$ cat src/hw/ucg_defines.svh
`ifndef UCG_DEFINES_SVH
`define UCG_DEFINES_SVH
// register byte addresses
`define UCG_ADDR_CTRL      12'h000
`define UCG_ADDR_DIV_LOW   12'h004
`define UCG_ADDR_DIV_HIGH  12'h008
`define UCG_ADDR_STATUS    12'h00c
// control register fields
`define UCG_CTRL_SYNC_BIT  0
`define UCG_CTRL_DBL_BIT   1
`define UCG_CTRL_DIR_BIT   2
`define UCG_CTRL_POL_BIT   3
`define UCG_CTRL_TXEN_BIT  4
`define UCG_CTRL_PWR_BIT   5
`define UCG_CTRL_RESET     8'h20
// divisor width and reset
`define UCG_DIV_W          12
`define UCG_DIV_RESET      12'h000
// states per bit in each mode
`define UCG_SPB_NORMAL     5'h10
`define UCG_SPB_DOUBLE     5'h08
`define UCG_SPB_SYNC       5'h02
// axi responses
`define UCG_RESP_OKAY      2'b00
`define UCG_RESP_SLVERR    2'b10
`endif

$ cat src/hw/ucg_pkg.sv
package ucg_pkg;
  // clocking modes
  typedef enum logic [1:0] {
    UCG_ASYNC_NORMAL = 2'b00,
    UCG_ASYNC_DOUBLE = 2'b01,
    UCG_SYNC_MASTER  = 2'b10,
    UCG_SYNC_SLAVE   = 2'b11
  } ucg_mode_t;
endpackage

$ cat src/hw/ucg_clock_gen.sv
`timescale 1ns/1ps
`include "ucg_defines.svh"

module ucg_clock_gen (
  // clock, reset, enable
  input  wire logic             aclk,
  input  wire logic             aresetn,
  input  wire logic             clk_en,
  // axi4-lite write
  input  wire logic [11:0]      s_axi_awaddr,
  input  wire logic             s_axi_awvalid,
  output logic                  s_axi_awready,
  input  wire logic [31:0]      s_axi_wdata,
  input  wire logic [3:0]       s_axi_wstrb,
  input  wire logic             s_axi_wvalid,
  output logic                  s_axi_wready,
  output logic [1:0]            s_axi_bresp,
  output logic                  s_axi_bvalid,
  input  wire logic             s_axi_bready,
  // axi4-lite read
  input  wire logic [11:0]      s_axi_araddr,
  input  wire logic             s_axi_arvalid,
  output logic                  s_axi_arready,
  output logic [31:0]           s_axi_rdata,
  output logic [1:0]            s_axi_rresp,
  output logic                  s_axi_rvalid,
  input  wire logic             s_axi_rready,
  // transfer clock pin
  input  wire logic             transfer_clock_pin_i,
  output logic                  transfer_clock_pin_o,
  output logic                  transfer_clock_pin_oe_n,
  // clocks toward transmitter and receiver
  output logic                  rx_tick,
  output logic                  tx_bit_tick,
  output logic                  tx_change_strobe,
  output logic                  rx_sample_strobe,
  output logic [4:0]            rx_states_per_bit,
  output ucg_pkg::ucg_mode_t    mode
);
  import ucg_pkg::*;

  // all state of the block
  // one copy is registered, the other is built each cycle
  // bus, divisor and clock strobes all live here
  typedef struct packed {
    logic             awready;
    logic             wready;
    logic             bvalid;
    logic [1:0]       bresp;
    logic             arready;
    logic             rvalid;
    logic [1:0]       rresp;
    logic [31:0]      rdata;
    logic             aw_held;
    logic [11:0]      aw_addr;
    logic             w_held;
    logic [31:0]      w_data;
    logic [3:0]       w_strb;
    logic [7:0]       ctrl;
    logic [11:0]      divisor;
    logic [11:0]      count;
    logic [3:0]       tx_div;
    logic             sync_ff1;
    logic             sync_ff2;
    logic             xck_prev;
    logic             xck_out;
    logic             rx_tick;
    logic             tx_bit_tick;
    logic             tx_change;
    logic             rx_sample;
    logic [4:0]       spb;
    ucg_mode_t        mode;
    logic             pin_o;
    logic             pin_oe_n;
  } ucg_state_t;

  ucg_state_t st_q;    // registered state
  ucg_state_t st_d;    // next state

  // mode from control bits
  // direction bit only matters once the sync bit is set
  function automatic ucg_mode_t mode_of(input logic [7:0] c);
    if (!c[`UCG_CTRL_SYNC_BIT]) begin
      // double speed only counts when asynchronous
      mode_of = c[`UCG_CTRL_DBL_BIT] ? UCG_ASYNC_DOUBLE : UCG_ASYNC_NORMAL;
    end else begin
      // direction bit set means pin is output, so master
      mode_of = c[`UCG_CTRL_DIR_BIT] ? UCG_SYNC_MASTER : UCG_SYNC_SLAVE;
    end
  endfunction

  // states per bit for a mode
  // the receiver recovery counts this many states per bit
  function automatic logic [4:0] spb_of(input ucg_mode_t m);
    unique case (m)
      UCG_ASYNC_NORMAL: spb_of = `UCG_SPB_NORMAL;
      UCG_ASYNC_DOUBLE: spb_of = `UCG_SPB_DOUBLE;
      // both sync modes use two states per bit
      UCG_SYNC_MASTER:  spb_of = `UCG_SPB_SYNC;
      UCG_SYNC_SLAVE:   spb_of = `UCG_SPB_SYNC;
    endcase
  endfunction

  // register read mux
  // read data is captured when the address is taken
  // unused addresses read as zero
  // status shows synced pin, pin drive, mode and counter top
  function automatic logic [31:0] read_of(input logic [11:0] a, input ucg_state_t s);
    unique case (a)
      `UCG_ADDR_CTRL:     read_of = {24'h000000, s.ctrl};
      `UCG_ADDR_DIV_LOW:  read_of = {24'h000000, s.divisor[7:0]};
      `UCG_ADDR_DIV_HIGH: read_of = {28'h0000000, s.divisor[11:8]};
      `UCG_ADDR_STATUS:   read_of = {25'h0000000, s.sync_ff2, s.pin_o, s.mode, s.count[11:9]};
      default:            read_of = 32'h00000000;
    endcase
  endfunction

  // address is one of ours
  // anything else answers with a slave error
  function automatic logic mapped(input logic [11:0] a);
    mapped = (a == `UCG_ADDR_CTRL) || (a == `UCG_ADDR_DIV_LOW) ||
             (a == `UCG_ADDR_DIV_HIGH) || (a == `UCG_ADDR_STATUS);
  endfunction

  // helpers built inside the next-state process
  logic       do_write;   // both write halves held, response free
  logic       low_write;  // divisor low byte written this cycle
  logic       zero_hit;   // down-counter at zero
  logic       powered;    // channel clocked
  logic       xck_rise;   // slave clock rising edge
  logic       xck_fall;   // slave clock falling edge
  logic       edge_rise;  // chosen rising edge for pin logic
  logic       edge_fall;  // chosen falling edge
  logic [3:0] tx_max;     // transmit divider terminal

  // next-state logic
  // defaults hold every field, later branches override
  always_comb begin
    st_d      = st_q;
    low_write = 1'b0;
    // the response register must be free before a new write lands
    do_write  = st_q.aw_held && st_q.w_held && !st_q.bvalid;
    // accept address and data in either order
    if (s_axi_awvalid && st_q.awready) begin
      // hold the address until the data half arrives
      st_d.aw_held = 1'b1;
      st_d.aw_addr = s_axi_awaddr;
      st_d.awready = 1'b0;
    end
    if (s_axi_wvalid && st_q.wready) begin
      // hold data and strobes until the address arrives
      st_d.w_held = 1'b1;
      st_d.w_data = s_axi_wdata;
      st_d.w_strb = s_axi_wstrb;
      st_d.wready = 1'b0;
    end
    // perform the write once both halves are held
    if (do_write) begin
      // clear both halves and raise the response
      st_d.aw_held = 1'b0;
      st_d.w_held  = 1'b0;
      st_d.bvalid  = 1'b1;
      st_d.bresp   = mapped(st_q.aw_addr) ? `UCG_RESP_OKAY : `UCG_RESP_SLVERR;
      // only the low byte lane carries register data
      if (st_q.w_strb[0]) begin
        unique case (st_q.aw_addr)
          `UCG_ADDR_CTRL: begin
            // control bits take effect next cycle
            st_d.ctrl = st_q.w_data[7:0];
          end
          `UCG_ADDR_DIV_LOW: begin
            // low byte write also restarts the counter
            st_d.divisor[7:0] = st_q.w_data[7:0];
            low_write = 1'b1;
          end
          `UCG_ADDR_DIV_HIGH: begin
            // high nibble waits for the next reload
            st_d.divisor[11:8] = st_q.w_data[3:0];
          end
          default: begin
            // status and holes are not writable
          end
        endcase
      end
    end
    // free the write channels after the response is taken
    if (st_q.bvalid && s_axi_bready) begin
      // a new write may start only after this
      st_d.bvalid  = 1'b0;
      st_d.awready = 1'b1;
      st_d.wready  = 1'b1;
    end
    // read: one at a time, answered the cycle after it is taken
    if (s_axi_arvalid && st_q.arready) begin
      // sample data at the take, answer next cycle
      st_d.arready = 1'b0;
      st_d.rvalid  = 1'b1;
      st_d.rdata   = read_of(s_axi_araddr, st_q);
      st_d.rresp   = mapped(s_axi_araddr) ? `UCG_RESP_OKAY : `UCG_RESP_SLVERR;
    end
    if (st_q.rvalid && s_axi_rready) begin
      // ready again once the data is taken
      st_d.rvalid  = 1'b0;
      st_d.arready = 1'b1;
    end

    // mode decode and receiver states per bit
    // mode lags ctrl by one cycle and spb by two
    // power cut bit high means the channel is unclocked
    st_d.mode = mode_of(st_q.ctrl);
    st_d.spb  = spb_of(st_q.mode);
    powered   = !st_q.ctrl[`UCG_CTRL_PWR_BIT];

    // baud down-counter
    // period is divisor plus one system cycles
    zero_hit = (st_q.count == 12'h000);
    // power cut keeps the counter parked at the reload value
    if (!powered || low_write) begin
      st_d.count = st_d.divisor;
    end else if (zero_hit) begin
      // reload picks up a new high nibble
      st_d.count = st_q.divisor;
    end else begin
      st_d.count = st_q.count - 12'h001;
    end
    // tick is skipped on the cycle of a low byte reload
    st_d.rx_tick = powered && zero_hit && !low_write;

    // transmitter divider on the baud tick
    // terminal count is one less than the divide ratio
    unique case (st_q.mode)
      UCG_ASYNC_NORMAL: tx_max = 4'hf;
      UCG_ASYNC_DOUBLE: tx_max = 4'h7;
      default:          tx_max = 4'h1;
    endcase
    st_d.tx_bit_tick = 1'b0;
    if (!powered) begin
      // restart the divider when power returns
      st_d.tx_div = 4'h0;
    end else if (st_q.rx_tick) begin
      // count baud ticks, wrap at the terminal count
      if (st_q.tx_div >= tx_max) begin
        st_d.tx_div      = 4'h0;
        // slave mode has no internal bit clock
        st_d.tx_bit_tick = (st_q.mode != UCG_SYNC_SLAVE);
      end else begin
        st_d.tx_div = st_q.tx_div + 4'h1;
      end
    end

    // slave clock: two-stage synchroniser, then edge detector
    // only the second stage feeds the edge detector
    // the first stage may go metastable, nothing else reads it
    st_d.sync_ff1 = transfer_clock_pin_i;
    st_d.sync_ff2 = st_q.sync_ff1;
    st_d.xck_prev = st_q.sync_ff2;
    xck_rise = st_q.sync_ff2 && !st_q.xck_prev;
    xck_fall = !st_q.sync_ff2 && st_q.xck_prev;

    // master clock toggles each transmit bit tick
    // idle at the polarity level so the first edge is the leading one
    if (st_q.mode != UCG_SYNC_MASTER || !powered) begin
      // outside master mode the drive rests at the polarity level
      st_d.xck_out = st_q.ctrl[`UCG_CTRL_POL_BIT];
    end else if (st_q.tx_bit_tick) begin
      st_d.xck_out = !st_q.xck_out;
    end
    // master edges are known one cycle before the pin moves
    edge_rise = (st_q.mode == UCG_SYNC_MASTER) ? (st_q.tx_bit_tick && !st_q.xck_out) : xck_rise;
    edge_fall = (st_q.mode == UCG_SYNC_MASTER) ? (st_q.tx_bit_tick && st_q.xck_out) : xck_fall;

    // polarity picks change and sample edges; asynchronous uses the pin for nothing
    if (st_q.ctrl[`UCG_CTRL_SYNC_BIT] && powered) begin
      // polarity zero: change on rise, sample on fall
      st_d.tx_change = st_q.ctrl[`UCG_CTRL_POL_BIT] ? edge_fall : edge_rise;
      st_d.rx_sample = st_q.ctrl[`UCG_CTRL_POL_BIT] ? edge_rise : edge_fall;
    end else begin
      // asynchronous modes leave the pin to port logic
      st_d.tx_change = 1'b0;
      st_d.rx_sample = 1'b0;
    end

    // pin driven only by a synchronous master with transmitter on
    // drive value lags the internal clock by one cycle
    // the peer must leave the pin alone while enable is low
    st_d.pin_o    = st_q.xck_out;
    st_d.pin_oe_n = !(st_q.mode == UCG_SYNC_MASTER && st_q.ctrl[`UCG_CTRL_TXEN_BIT] && powered);

    // synchronous reset to constants
    // clears everything, then sets the nonzero reset values
    if (!aresetn) begin
      st_d = '0;
      st_d.awready  = 1'b1;
      st_d.wready   = 1'b1;
      st_d.arready  = 1'b1;
      st_d.ctrl     = `UCG_CTRL_RESET;
      st_d.divisor  = `UCG_DIV_RESET;
      st_d.spb      = `UCG_SPB_NORMAL;
      st_d.mode     = UCG_ASYNC_NORMAL;
      st_d.pin_oe_n = 1'b1;
    end
  end

  // state register, frozen while the enable is low (reset still acts)
  // a frozen block keeps its strobes as they were until the enable returns
  always_ff @(posedge aclk) begin
    if (clk_en || !aresetn) begin
      st_q <= st_d;
    end
  end

  // outputs straight from flip-flops
  // no logic between the state and the pins
  // axi handshakes and read data
  assign s_axi_awready           = st_q.awready;
  assign s_axi_wready            = st_q.wready;
  assign s_axi_bresp             = st_q.bresp;
  assign s_axi_bvalid            = st_q.bvalid;
  assign s_axi_arready           = st_q.arready;
  assign s_axi_rdata             = st_q.rdata;
  assign s_axi_rresp             = st_q.rresp;
  assign s_axi_rvalid            = st_q.rvalid;
  // link pin and clock strobes
  assign transfer_clock_pin_o    = st_q.pin_o;
  assign transfer_clock_pin_oe_n = st_q.pin_oe_n;
  assign rx_tick                 = st_q.rx_tick;
  assign tx_bit_tick             = st_q.tx_bit_tick;
  assign tx_change_strobe        = st_q.tx_change;
  assign rx_sample_strobe        = st_q.rx_sample;
  assign rx_states_per_bit       = st_q.spb;
  assign mode                    = st_q.mode;
endmodule

$ cat config.mk
export PLATFORM = sky130hd
export DESIGN_NAME = ucg_clock_gen
export DESIGN_NICKNAME = d
export VERILOG_FILES = /design/src/hw/ucg_pkg.sv /design/src/hw/ucg_clock_gen.sv
export VERILOG_INCLUDE_DIRS = /design/src /design/src/hw
export SDC_FILE = /design/constraint.sdc
export NUM_CORES = 1
export LEC_CHECK = 0
export ABC_CLOCK_PERIOD_IN_PS = 8600
export BUFFER_PORTS_ARGS = -buffer_cell sky130_fd_sc_hd__buf_4
export CAP_MARGIN = 10
export CORE_ASPECT_RATIO = 1.75
export CORE_MARGIN = 3
export CORE_UTILIZATION = 40
export CTS_CLUSTER_SIZE = 10
export DETAILED_ROUTE_END_ITERATION = 7
export SLEW_MARGIN = 10
export SYNTH_ARGS = -nofsm -noshare
export SYNTH_HDL_FRONTEND = slang
export SYNTH_SLANG_ARGS = --single-unit
$ cat constraint.sdc
create_clock -name aclk -period 8.6 [get_ports aclk]
set_input_delay 0.86 -clock aclk [delete_from_list [all_inputs] [get_ports aclk]]
set_output_delay 0.86 -clock aclk [all_outputs]
set_load 0.01 [all_outputs]
==> impl_metrics.csv <==
group,metric,value,unit
detailed_routing,routed_wl,10.05,mm
flow_run,cap_violations,0,
logic_synthesis,synth_xor_xnor_area_share,0.7241,%
setup_path,reg2reg_depth,5,
global_routing,grt_pass1_wl,15.84,mm
detailed_routing,drc_errors,0,
power,power.leakage,2.225,nW
clocking,postCtsHoldBufs,0,
clocking,clock-sinks,89,
logic_synthesis,synthArstFlopShare,0,%
logic_synthesis,synth.area.mux_share,3.931,%
clocking,cts_tree,"done",
clocking,htree_levels,3,
logic_synthesis,synth_cell_types,55,
timing,clock_skew,0.008674,ns
power,pwr-share-seq,50.4,%
detailed_routing,drt_iter0_markers,212,
logic_synthesis,ys_seq_elements,89,
global_routing,grt_remaining_overflow,0,
setup_path,cp_max_fo,18,
timing,hold_slack,0.5567,ns
finish,nets,542,
setup_path,startpoint,"st_q[97]$_SDFFCE_PN0P_",
setup_path,critPathTopFamily,"simple AND/OR/NAND/NOR gates",
status,outcome,"finished, final reports clean",
logic_synthesis,ys_seq_area_share,55.24,%
floorplan,fp.dieArea,0.01350,mm²
setup_path,path_cells,"or4_4 > or4_4 > or3b_1 > nand3b_1 > o22ai_1",
clocking,clk_latency,0.34,ns
global_routing,grt_max_degree,84,
timing,rsz0062_at_grt,"false",
setup_path,worst_path_largest_cell_delay,0.69,ns
place,dp.final_hpwl,7.358,mm
logic_synthesis,synth_compound_area_share,10.09,%
clocking,clk_path_buf_depth,2,
place,portBuffers,67,
detailed_routing,routed-via-count,3251,
clocking,cts_resized,0,
logic_synthesis,syn_area,0.004838,mm²
power,ir_worst_vdd,91.25,µV
detailed_routing,ant_nets,0,
finish,drive_gt1_share,21.19,%
timing,worst_pin_slew,1.029,ns
clocking,cts_root_buffer,"clkbuf_16",
setup_path,cp.depth,5,
timing,post-route-min-period,2.855,ns
logic_synthesis,syn_area_per_cell,11.49,µm²
logic_synthesis,synth_ff_type,"edfxtp_1",
finish,antennaDiodeCount,0,
power,power.share.clock,37.3,%
setup_path,r2r_start,"st_q[97]$_SDFFCE_PN0P_",
setup_path,cp.arrival,2.93,ns
logic_synthesis,ys_warn_count,0,
timing,max_freq,350.3,MHz
setup_path,r2r_end,"st_q[32]$_SDFFCE_PN0N_",
setup_path,r2r_slack,5.75,ns
logic_synthesis,synth_top_family_by_area,"simple AND/OR/NAND/NOR gates",
floorplan,fp.coreArea,0.01171,mm²
timing,period_share,33.20,%
clocking,cts.reportedPaths.clkPinSlew,0.07,ns
place,gp_congestion,0.8873,
timing,finalSetupViolCount,0,
setup_path,startpoint_type,"register",
logic_synthesis,yosys.area_share.simple,18.77,%
logic_synthesis,yosys.area_share.adder,1.552,%
clocking,cts_setup_buffers,0,
power,comb_power_share,12.3,%
power,p_int,808.0,µW
power,p_sw,269.6,µW
timing,relSlewSlack,30.48,%
detailed_routing,viasPerCell,5.356,
floorplan,die_h,151.5,µm
floorplan,initial_core_util,41.31,%
timing,fin_setup_tns,0,ns
setup_path,cp.required,8.67,ns
timing,hold_viol,0,
setup_path,path_common_cell,"or4_4",
detailed_routing,wire_per_inst,16.56,µm
logic_synthesis,synth_cells,421,
setup_path,worst_path_max_delay_cell,"or3b_1",
clocking,numCtsBuffers,9,
setup_path,path_class,"register to register",
setup_path,crit_end,"st_q[32]$_SDFFCE_PN0N_",
setup_path,endpoint_kind,"register",
floorplan,rows,52,
global_routing,antenna_found_initial,0,
setup_path,path_buf_inv,0,
power,p_per_area,195.3,mW/mm²
floorplan,io_pins,123,
hold_path,hold_path.class,"register to register",
global_routing,gr-usage-all-layers,15.48,%
global_routing,grt_pass1_vias,3202,
power,p_sw_share,25.02,%
logic_synthesis,synth_edf_count,89,
detailed_routing,drt_pre_antenna_iters,4,
floorplan,die-width,89.14,µm
timing,finalMaxSlewViolations,0,
finish,area_delta_synth_final,14.02,%
[area by class of cell]
| cell class | instances | area (µm²) |
|---|---|---|
| clock buffers | 9 | 225.2 |
| clock inverters | 7 | 81.33 |
| fillers | 1105 | 6195 |
| inverters | 13 | 48.80 |
| multi-input cells | 285 | 1802 |
| flip-flops and latches | 89 | 2673 |
| well taps | 135 | 168.9 |
| repair buffers | 69 | 518.0 |
[cells by family after synthesis]
family	after synthesis
fa+ha+maj	6
other cells	1
buf+inv	74
mux	14
xor+xnor	4
simple gates	164
compound gates	69
flops	89
[routing by layer]
metal	track usage [%]	vias to the layer above	part of all wire, %
met5	0	-	0
met4	7.824	0	2.7
met1	16.98	1555	37
met3	2.814	14	4.8
li1	-	1567	-
met2	27.73	115	55
[metrics by stage]
stage	instances	worst slack [ns]	power, mW	instance area (µm²)	utilization (%)
2_1_floorplan	448	5.745	0.6452	4940	-
3_3_place_gp	591	5.767	0.6807	5210	44.49
3_5_place_dp	591	5.720	0.6859	5210	44.49
4_1_cts	607	5.741	1.090	5517	47.10
5_1_grt	607	5.567	1.125	5517	47.10
6_report	607	5.745	1.078	5517	47.10
[worst min-delay path by stage]
stage	start	to	slack, ns	cells past startpoint
global route	st_q[16]$_SDFFCE_PN0N_	st_q[15]$_SDFFCE_PN0N_	0.56	1
detailed placement	st_q[16]$_SDFFCE_PN0N_	st_q[15]$_SDFFCE_PN0N_	0.54	1
finish	st_q[16]$_SDFFCE_PN0N_	st_q[15]$_SDFFCE_PN0N_	0.56	1
floorplan	st_q[16]$_SDFFCE_PN0N_	st_q[15]$_SDFFCE_PN0N_	0.50	1
CTS	st_q[16]$_SDFFCE_PN0N_	st_q[15]$_SDFFCE_PN0N_	0.56	1
global placement	st_q[16]$_SDFFCE_PN0N_	st_q[15]$_SDFFCE_PN0N_	0.52	1
[registers in the layout (all words and copies together), names as in the netlist, 2 cells and up]
signal / flops
st_q: 63
s_axi_rdata: 8
rx_states_per_bit: 3
mode: 2
[cell usage after synthesis, types with 3 or more instances]
cell type	n	share of area [%]
nor2b_1	9	1.2
a22oi_1	3	0.47
nor3_1	6	0.62
nand2b_1	5	0.65
a31oi_1	5	0.65
ha_1	6	1.6
mux2i_1	10	2.1
a21boi_0	16	2.5
inv_1	13	1.0
and2_1	31	4.0
a21oi_1	7	0.72
buf_4	43	6.7
o22ai_1	6	0.78
nand2_1	38	2.9
nor4_1	3	0.39
o41ai_1	3	0.54
mux4_2	4	1.9
o211ai_1	6	0.93
or2_2	5	0.65
clkbuf_1	14	1.1
o21ai_0	7	0.72
nand3b_1	3	0.47
nor2_1	21	1.6
xnor2_1	3	0.54
edfxtp_1	89	55
and3_1	15	1.9
nand3_1	12	1.2
[power by group through the flow]
stage | Sequential [mW] | Clock, mW | Combinational, mW
CTS | 0.543 | 0.413 | 0.134
floorplan | 0.543 | 0 | 0.102
detailed placement | 0.552 | 0 | 0.133
global placement | 0.551 | 0 | 0.130
global route | 0.547 | 0.430 | 0.149
finish | 0.543 | 0.401 | 0.133
[cells in the final DEF, fill, tap and decap left out, drive strengths merged, types with 3 or more instances in the layout]
master / Yosys / final
edfxtp: 89 / 89
mux2i: 10 / 10
xnor2: 3 / 3
a21oi: 7 / 7
nor3: 6 / 6
nor2: 21 / 21
nor4: 3 / 3
conb: 1 / 28
o21ai: 8 / 8
inv: 13 / 18
mux4: 4 / 4
nand3b: 3 / 3
nand3: 12 / 12
a21boi: 16 / 16
nor3b: 3 / 3
or2: 5 / 5
a22oi: 3 / 3
nand2: 38 / 38
and2: 31 / 31
and3: 15 / 15
nand2b: 5 / 5
a31oi: 5 / 5
buf: 47 / 69
o211ai: 6 / 6
clkbuf: 14 / 9
o22ai: 6 / 6
nor2b: 9 / 9
or4: 4 / 4
ha: 6 / 6
o41ai: 3 / 3
(Power assumes the default switching activity.)
